## src/hw/dfws_pkg.sv

```systemverilog
// Shared constants and types for the data flash word sequencer
package dfws_pkg;

  localparam int CLK_MHZ = 200;

  // Operation codes carried on the request
  localparam logic [2:0] OP_WORD_WRITE = 3'h1;
  localparam logic [2:0] OP_EVEN_WRITE = 3'h2;
  localparam logic [2:0] OP_PAIR_ERASE = 3'h3;
  localparam logic [2:0] OP_FULL_ERASE = 3'h4;
  localparam logic [2:0] OP_EVEN_READ  = 3'h5;

  // Error codes returned in the result word when carry is set
  localparam logic [15:0] ERR_TIMEOUT = 16'h0001;
  localparam logic [15:0] ERR_FAULT   = 16'h0002;
  localparam logic [15:0] ERR_ADDR    = 16'h0003;
  localparam logic [15:0] ERR_UNSUP   = 16'h0004;

  // Flash geometry: 128 words, two words per erase page
  localparam int          IDX_W        = 7;
  localparam int          WORDS        = 128;
  localparam logic [15:0] ERASED_WORD  = 16'hffff;
  localparam logic [15:0] FLASH_BASE   = 16'hc000;
  localparam logic [15:0] EVEN_MAX     = 16'h003f;
  localparam logic [8:0]  BASE_HI      = 9'h180;
  localparam logic [8:0]  FULL_COUNT   = 9'h080;
  localparam logic [8:0]  PAIR_COUNT   = 9'h002;
  localparam logic [8:0]  ONE_COUNT    = 9'h001;

  // Flash macro timing, in ns, and derived cycle counts (least times round up)
  localparam int T_PROG_NS  = 10000;
  localparam int T_ERASE_NS = 15000;
  localparam int T_TMO_NS   = 20480;
  localparam int PROG_CYC   = (T_PROG_NS * CLK_MHZ + 999) / 1000;
  localparam int ERASE_CYC  = (T_ERASE_NS * CLK_MHZ + 999) / 1000;
  localparam int TMO_CYC    = (T_TMO_NS * CLK_MHZ + 999) / 1000;
  localparam int CNT_W      = 13;

  typedef struct packed {
    logic [2:0]  op;
    logic [15:0] arg0;
    logic [15:0] arg1;
  } dfws_req_t;

  typedef struct packed {
    logic        carry;
    logic [15:0] word;
  } dfws_rsp_t;

endpackage

```

## src/hw/dfws_word_mem.sv

```systemverilog
// Word array standing in for the data flash cells, registered read
`timescale 1ns/1ps
`default_nettype none
module dfws_word_mem (
  input  wire logic                      i_core_clk,
  input  wire logic                      i_we,
  input  wire logic [dfws_pkg::IDX_W-1:0] i_waddr,
  input  wire logic [15:0]               i_wdata,
  input  wire logic [dfws_pkg::IDX_W-1:0] i_raddr,
  output logic      [15:0]               o_rdata
);
  import dfws_pkg::*;

  logic [15:0] cells [WORDS];

  always_ff @(posedge i_core_clk) begin
    if (i_we) begin
      cells[i_waddr] <= i_wdata;
    end
    o_rdata <= cells[i_raddr];
  end
endmodule
`default_nettype wire

```

## src/hw/dfws_sequencer.sv

```systemverilog
// Data flash word sequencer: write, even write, pair erase, full erase, even read
`timescale 1ns/1ps
`default_nettype none
module dfws_sequencer (
  input  wire logic                i_core_clk,
  input  wire logic                i_arst_n,
  input  wire logic                i_start,
  input  wire dfws_pkg::dfws_req_t i_req,
  input  wire logic                i_flash_fault_flag,
  input  wire logic                i_flash_hold,
  output logic                     o_busy,
  output logic                     o_done,
  output dfws_pkg::dfws_rsp_t      o_rsp
);
  import dfws_pkg::*;

  typedef enum logic [2:0] {
    ST_IDLE, ST_RD, ST_CAP, ST_CHK_RD, ST_CHK, ST_WAIT, ST_FILL
  } dfws_state_t;

  // Translate an argument into a cell index for the given operation
  function automatic logic [IDX_W-1:0] cell_index(input logic [2:0] op,
                                                  input logic [15:0] arg);
    logic [15:0] phys;
    phys = FLASH_BASE | {arg[14:0], 1'b0};
    if (op == OP_WORD_WRITE || op == OP_PAIR_ERASE) begin
      phys = arg;
    end
    cell_index = phys[IDX_W-1:0];
  endfunction

  dfws_state_t      state;
  dfws_req_t        req;
  logic [CNT_W-1:0] wait_cnt;
  logic [CNT_W-1:0] tmo_cnt;
  logic [IDX_W-1:0] fill_idx;
  logic [8:0]       fill_left;
  logic [15:0]      fill_data;
  logic [15:0]      rdata;

  wire logic go = i_start && (state == ST_IDLE);
  wire logic op_known = (i_req.op == OP_WORD_WRITE) || (i_req.op == OP_EVEN_WRITE) ||
                        (i_req.op == OP_PAIR_ERASE) || (i_req.op == OP_FULL_ERASE) ||
                        (i_req.op == OP_EVEN_READ);
  wire logic in_region = (i_req.arg0[15:IDX_W] == BASE_HI);
  wire logic bad_addr  = ((i_req.op == OP_EVEN_WRITE) && (i_req.arg0 > EVEN_MAX)) ||
                         (((i_req.op == OP_WORD_WRITE) || (i_req.op == OP_PAIR_ERASE))
                          && !in_region);
  wire logic [IDX_W-1:0] req_idx = cell_index(i_req.op, i_req.arg0);
  wire logic [IDX_W-1:0] cur_idx = cell_index(req.op, req.arg0);
  wire logic timed_out = (tmo_cnt == CNT_W'(TMO_CYC));
  wire logic mem_we    = (state == ST_FILL);
  wire logic not_blank = (rdata != ERASED_WORD);
  wire logic [IDX_W-1:0] mem_raddr = (state == ST_IDLE) ? req_idx : cur_idx;

  assign o_busy = (state != ST_IDLE);

  dfws_word_mem u_mem (
    .i_core_clk (i_core_clk),
    .i_we       (mem_we),
    .i_waddr    (fill_idx),
    .i_wdata    (fill_data),
    .i_raddr    (mem_raddr),
    .o_rdata    (rdata)
  );

  always_ff @(posedge i_core_clk or negedge i_arst_n) begin
    if (!i_arst_n) begin
      state     <= ST_IDLE;
      req       <= '0;
      wait_cnt  <= '0;
      tmo_cnt   <= '0;
      fill_idx  <= '0;
      fill_left <= '0;
      fill_data <= '0;
      o_done    <= 1'b0;
      o_rsp     <= '0;
    end else begin
      o_done <= 1'b0;
      case (state)
        ST_IDLE: begin
          if (go) begin
            req <= i_req;
            if (!op_known) begin
              o_done <= 1'b1;
              o_rsp  <= '{carry: 1'b1, word: ERR_UNSUP};
            end else if (bad_addr) begin
              o_done <= 1'b1;
              o_rsp  <= '{carry: 1'b1, word: ERR_ADDR};
            end else if (i_req.op == OP_EVEN_READ) begin
              state <= ST_RD;
            end else if (i_req.op == OP_FULL_ERASE) begin
              state     <= ST_WAIT;
              wait_cnt  <= CNT_W'(ERASE_CYC);
              tmo_cnt   <= '0;
              fill_idx  <= '0;
              fill_left <= FULL_COUNT;
              fill_data <= ERASED_WORD;
            end else if (i_req.op == OP_PAIR_ERASE) begin
              state     <= ST_WAIT;
              wait_cnt  <= CNT_W'(ERASE_CYC);
              tmo_cnt   <= '0;
              fill_idx  <= {req_idx[IDX_W-1:1], 1'b0};
              fill_left <= PAIR_COUNT;
              fill_data <= ERASED_WORD;
            end else begin
              state     <= ST_CHK_RD;
              fill_idx  <= req_idx;
              fill_left <= ONE_COUNT;
              fill_data <= i_req.arg1;
            end
          end
        end
        // Read address is presented while idle, so the cell is already in flight
        ST_RD: begin
          state <= ST_CAP;
        end
        ST_CAP: begin
          state  <= ST_IDLE;
          o_done <= 1'b1;
          o_rsp  <= '{carry: 1'b0, word: rdata};
        end
        ST_CHK_RD: begin
          state <= ST_CHK;
        end
        ST_CHK: begin
          if (not_blank) begin
            state  <= ST_IDLE;
            o_done <= 1'b1;
            o_rsp  <= '{carry: 1'b1, word: ERR_ADDR};
          end else begin
            state    <= ST_WAIT;
            wait_cnt <= CNT_W'(PROG_CYC);
            tmo_cnt  <= '0;
          end
        end
        // Macro may stall the program/erase; the watchdog counter never stalls
        ST_WAIT: begin
          tmo_cnt <= tmo_cnt + 1'b1;
          if (!i_flash_hold) begin
            wait_cnt <= wait_cnt - 1'b1;
          end
          if (timed_out) begin
            state  <= ST_IDLE;
            o_done <= 1'b1;
            o_rsp  <= '{carry: 1'b1, word: ERR_TIMEOUT};
          end else if (wait_cnt == '0) begin
            if (i_flash_fault_flag) begin
              state  <= ST_IDLE;
              o_done <= 1'b1;
              o_rsp  <= '{carry: 1'b1, word: ERR_FAULT};
            end else begin
              state <= ST_FILL;
            end
          end
        end
        ST_FILL: begin
          fill_idx  <= fill_idx + 1'b1;
          fill_left <= fill_left - 1'b1;
          if (fill_left == ONE_COUNT) begin
            state  <= ST_IDLE;
            o_done <= 1'b1;
            o_rsp  <= '{carry: 1'b0, word: req.arg0};
          end
        end
        default: begin
          state <= ST_IDLE;
        end
      endcase
    end
  end
endmodule
`default_nettype wire

```

## config.mk

```make
export PLATFORM = sky130hd
export DESIGN_NAME = dfws_sequencer
export DESIGN_NICKNAME = d
export VERILOG_FILES = /design/src/hw/dfws_pkg.sv /design/src/hw/dfws_word_mem.sv /design/src/hw/dfws_sequencer.sv
export SDC_FILE = /design/constraint.sdc
export NUM_CORES = 2
export LEC_CHECK = 0
export ABC_AREA = 1
export ABC_CLOCK_PERIOD_IN_PS = 3300
export BUFFER_PORTS_ARGS = -buffer_cell sky130_fd_sc_hd__buf_2
export CAP_MARGIN = 20
export CORE_AREA = 4 4 495 375
export DETAILED_ROUTE_END_ITERATION = 7
export DIE_AREA = 0 0 499 379
export PLACE_DENSITY = 0.76
export SYNTH_ARGS = -nofsm -noshare
export SYNTH_HDL_FRONTEND = slang
export SYNTH_SLANG_ARGS = --single-unit
```

## constraint.sdc

```tcl
create_clock -name i_core_clk -period 3.3 [get_ports i_core_clk]
set_input_delay 0 -clock i_core_clk [delete_from_list [all_inputs] [get_ports i_core_clk]]
set_output_delay 0 -clock i_core_clk [all_outputs]
set_load 0.05 [all_outputs]
```

==> metrics.md <==
| Metric | Value |
|---|---|
| Run status | complete, but fails checks |
| Failing checks | negative setup slack |
| Largest net degree at the start of global routing | 130 |
| Nets in the synthesized netlist | roughly 7900 |
| Antenna violations before repair | 13 |
| Post-layout power | roughly 100 mW |
| Leakage power | between 30 and 40 nW |
| EDFF count, synth | just over 2000 |
| DRT antenna net count | 0 |
| Number of H-tree levels | 4 |
| Worst Clk Skew | ~0.054 ns |
| Critical Path End Type | flip-flop |
| Unique masters post-synth | 50 |
| VDD IR-drop max | slightly below 0.0009 V |
| Clock group share of total power | a little over a fifth |
| Top-area cell type share of the netlist area | approximately 70% |
| Sequential share of power | 36.0% |
| Mux cell area share after synthesis | less than 1% |
| Total core area | 180000 µm² |
| Adder-cell share of the synthesized area | 0.0973% |
| RSZ-0062 raised after global routing | true |
| Top cell type by total area after synthesis | sky130_fd_sc_hd__edfxtp_1 |
| Total GRT Usage | between 20 and 30% |
| Worst slew slack as a fraction of its limit | a little over a fifth |
| Fraction of power spent switching nets | 43.2% |
| Final cycle utilization of the critical path | 100% |
| Number of sinks on the clock net | 2161 |
| Top flip-flop cell by instance count after synthesis | sky130_fd_sc_hd__edfxtp_1 |
| Worst r2r path cells | 9 |
| Cell area after synthesis | 90000 µm² |
| Number of optimization iterations in the first detailed-route pass | 6 |
| Post-Synth Simple-Gate Area | 23.7% |
| Final Hold Viols | 0 |
| Hold WC Path Type | in -> reg |
| Minimum clock period | approximately 3.3 ns |
| Arrival time at the worst endpoint | slightly above 4 ns |
| Cell Count, Final, Fillers Out | ~11000 |
| Vias post-DR | roughly 66000 |
| Crit path kind | reg -> reg |
| Critical-path maximum fanout | 4 |
| Layout overhead on the synthesized area | 14.1% |
| Asr flop ratio synth | 4.49% |
| #FFs+latches synth | ~2200 |
| Final critical-path setup slack | -0.0106 ns |
| Detailed placer's ending HPWL | 158000 µm |
| DP Cell Count | just over 10000 |
| Routed Wire Length | 270000 µm |
| Die outline area | between 150000 and 200000 µm² |
| End point of the critical path | state[2] |
| Required time reported for the critical path endpoint | between 4 and 5 ns |
| Die outline width | approximately 500 µm |
| Transition time of the tightest slew-check pin | approximately 1.2 ns |
| Global-route wire length before repair | between 300000 and 400000 µm |
| Total number of placement rows | 135 |
| Reg-to-reg slack, setup | -0.01 ns |
| Number of primary I/O pins | between 50 and 60 |
| Maximum achievable frequency | about 300 MHz |
| Endpoint of the worst register-to-register path | state[2] |
| Drt drc | 0 |
| Number of nets in the layout | approximately 8200 |
| Cell area reported after detailed placement | approximately 95000 µm² |
| Power share of the combinational group | roughly 42% |
| Number of global-route vias before repair | 62300 |
| Complex-gate fraction of the synthesized area | less than 1% |
| Internal power contribution | about 58 mW |
| Violation count after the first detailed-route iteration | 11400 |
| Deepest clock path buffer count | 3 |
| Sequential-to-total area share from yosys stat | a little under three quarters |
| Net switching component of the power | 44.2 mW |
| Non-Filler Cell Area, Final | 103000 µm² |
| CP startpoint | u_mem.o_rdata[1] |
| RR Startpoint | u_mem.o_rdata[1] |
| GR Overflow Total | 0 |
| Final count of negative-setup-slack endpoints | 2 |
| Final slew viol count | 0 |
| Wire per inst | about 25 µm |
| Library cell used as clock root buffer | sky130_fd_sc_hd__clkbuf_16 |
| Average size of a mapped cell | around 11 µm² |
| Power density over cell area | approximately 1000 nW/µm² |
| Later-pin clock latency in the skew report | about 0.86 ns |
| Vias per inst | approximately 6.2 |
| Port buffer count | 58 |
| Share of the synthesized netlist area taken by xor and xnor gates | less than 1% |
| GP Congestion | roughly 0.94 |
| Kind of start point of the critical path | flip-flop |
| Synthesized netlist cell count | about 8000 |
| Initial cell density of the core | 49.9% |
| TritonCTS clock tree | built |
| Fillcell total | 13900 |
| Combinational family with the most area after synthesis | simple AND/OR/NAND/NOR gates |
| Ys Warns | 0 |
| Total clock buffers created by CTS | around 190 |
| Total of max-cap violations | 0 |
| Overall die height | about 380 µm |
| Clock input transition at the sequential cells of the worst setup and hold paths | roughly 0.070 ns |
| Share of cells above drive strength 1 | under 10% |
| Cell types occupying the most area after synthesis | sky130_fd_sc_hd__edfxtp_1 68%, sky130_fd_sc_hd__nand3_1 12%, sky130_fd_sc_hd__nand2_1 9.0%, sky130_fd_sc_hd__dfrtp_1 2.7%, sky130_fd_sc_hd__buf_2 2.0% |
[per-layer routing]
layer / vias to the layer above / track usage, % / part of all wire, %
li1: 28200 / - / -
met1: 31800 / 38.7 / 36
met2: 5408 / 40.8 / 44
met3: 755 / 8.63 / 16
met4: 4 / 12.0 / 4.5
met5: - / 0 / 0.0074
[power by group through the flow]
stage	Combinational [mW]	Clock, mW	Sequential, mW
after global placement	39.9	0	37.3
final	43.4	22.1	36.9
after CTS	41.2	22.1	36.8
after floorplan	21.1	0	37.4
after global routing	45.1	23.3	37.0
after detailed placement	40.5	0	37.4
[kinds of logic (layout without fill, tap and decap cells)]
kind of cell	count (synthesis)	after routing
AND/OR/NAND/NOR	4755	4755
adder cells (fa/ha/maj)	7	7
multiplexers	6	6
other	0	7
AO/OA/AOI/OAI	124	124
buffers and inverters	778	1198
flip-flops	2161	2161
XOR/XNOR	20	20
[area by class of cell]
| cell class | instances | area (µm²) | share of cell area, % |
|---|---|---|---|
| sequential | 2161 | 64300 | 62.6 |
| antenna | 7 | 17.5 | 0.0171 |
| multi-input combinational | 4912 | 22600 | 22.0 |
| tap | 2397 | 3000 | 2.92 |
| timing repair buffer | 593 | 5780 | 5.62 |
| clock inverter | 90 | 802 | 0.781 |
| inverter | 253 | 968 | 0.943 |
| clock buffer | 262 | 5290 | 5.15 |
[critical path: stages, from the launching register on]
cell                            delay (ns)
sky130_fd_sc_hd__dfxtp_1              0.74
sky130_fd_sc_hd__nand4_1              0.19
sky130_fd_sc_hd__nor4_1               0.62
sky130_fd_sc_hd__buf_4                0.24
sky130_fd_sc_hd__nand2_1              0.05
sky130_fd_sc_hd__o311ai_0             0.09
sky130_fd_sc_hd__a21oi_1              0.07
sky130_fd_sc_hd__dlygate4sd3_1        0.56
sky130_fd_sc_hd__o21ai_0              0.14
sky130_fd_sc_hd__dlygate4sd3_1        0.56
[registers in the layout, indices dropped and copies added, names as in the netlist, 9 cells and up]
register / count
fill_data: 16
fill_left: 9
o_rsp: 17
req: 18
tmo_cnt: 13
u_mem.cells: 2048
u_mem.o_rdata: 16
wait_cnt: 13
[layout by cell type (no fill, tap or decap), types with 5 or more instances in the layout]
cell type and n:
sky130_fd_sc_hd__nand3_1 2195, sky130_fd_sc_hd__nand2_1 2152, sky130_fd_sc_hd__edfxtp_1 2048, sky130_fd_sc_hd__buf_4 330
sky130_fd_sc_hd__inv_1 245, sky130_fd_sc_hd__nor2_1 200, sky130_fd_sc_hd__clkbuf_16 194, sky130_fd_sc_hd__nand3b_1 144
sky130_fd_sc_hd__dlygate4sd3_1 110, sky130_fd_sc_hd__buf_12 86, sky130_fd_sc_hd__dfrtp_1 81, sky130_fd_sc_hd__o21ai_0 68
sky130_fd_sc_hd__buf_2 57, sky130_fd_sc_hd__clkbuf_1 49, sky130_fd_sc_hd__clkinv_2 34, sky130_fd_sc_hd__clkinv_1 33
sky130_fd_sc_hd__clkbuf_8 20, sky130_fd_sc_hd__xor2_1 17, sky130_fd_sc_hd__dfrtp_4 16, sky130_fd_sc_hd__dfxtp_1 16
sky130_fd_sc_hd__nor3_1 13, sky130_fd_sc_hd__nand3_2 12, sky130_fd_sc_hd__a21oi_1 12, sky130_fd_sc_hd__o22ai_1 11
sky130_fd_sc_hd__bufinv_16 10, sky130_fd_sc_hd__nand4_1 8, sky130_fd_sc_hd__a22o_1 8, sky130_fd_sc_hd__diode_2 7
sky130_fd_sc_hd__ha_1 7, sky130_fd_sc_hd__mux2_2 6, sky130_fd_sc_hd__inv_2 5, sky130_fd_sc_hd__or2_2 5
sky130_fd_sc_hd__nor4_1 5, sky130_fd_sc_hd__nand3_4 5, sky130_fd_sc_hd__clkinvlp_4 5, sky130_fd_sc_hd__buf_6 5
[timing repair]
action / CTS / global route
hold endpoints to repair: 179 / 0
setup endpoints to repair: 23 / 44
cloned: 0 / 1
buffers inserted: 0 / 6
hold buffers: 111 / 0
pin swaps: 0 / 4
resized for setup: 6 / 22
[metrics by stage]
step	setup slack, ns	TNS [ns]	utilization, %	hold slack [ns]
after global routing	-0.0713	-0.387	57.0	0.0582
after global placement	-0.150	-1.25	52.8	0.197
after CTS	0.00553	0	56.9	0.00865
after detailed placement	-0.158	-1.52	52.8	0.206
after floorplan	0.546	0	-	-0.296
final	-0.0106	-0.0158	57.0	0.0637
[cell usage after synthesis (all sizes together) (3+ instances only)]
master / instances
nand2: 2160
dfxtp: 16
xnor2: 3
buf: 386
xor2: 17
nor4: 5
o22ai: 11
dfrtp: 97
nand4: 8
nor2: 207
edfxtp: 2048
nor3: 13
or2: 5
clkbuf: 139
a22o: 8
mux2: 6
a21oi: 13
ha: 7
o21ai: 75
nand3: 2212
nand3b: 144
inv: 251
[how the worst min path moves through the flow]
stage | start | endpoint | slack [ns] | cells past startpoint
2_1_floorplan | i_arst_n | fill_data[0] | -0.30 | 0
4_1_cts | i_req[17] | req[17] | 0.009 | 4
3_3_place_gp | i_arst_n | o_rsp[7] | 0.20 | 1
3_5_place_dp | i_arst_n | o_rsp[7] | 0.21 | 1
5_1_grt | i_req[17] | req[17] | 0.06 | 4
6_report | i_req[17] | req[17] | 0.06 | 4
Note: power is estimated with default switching activity, not from simulation.
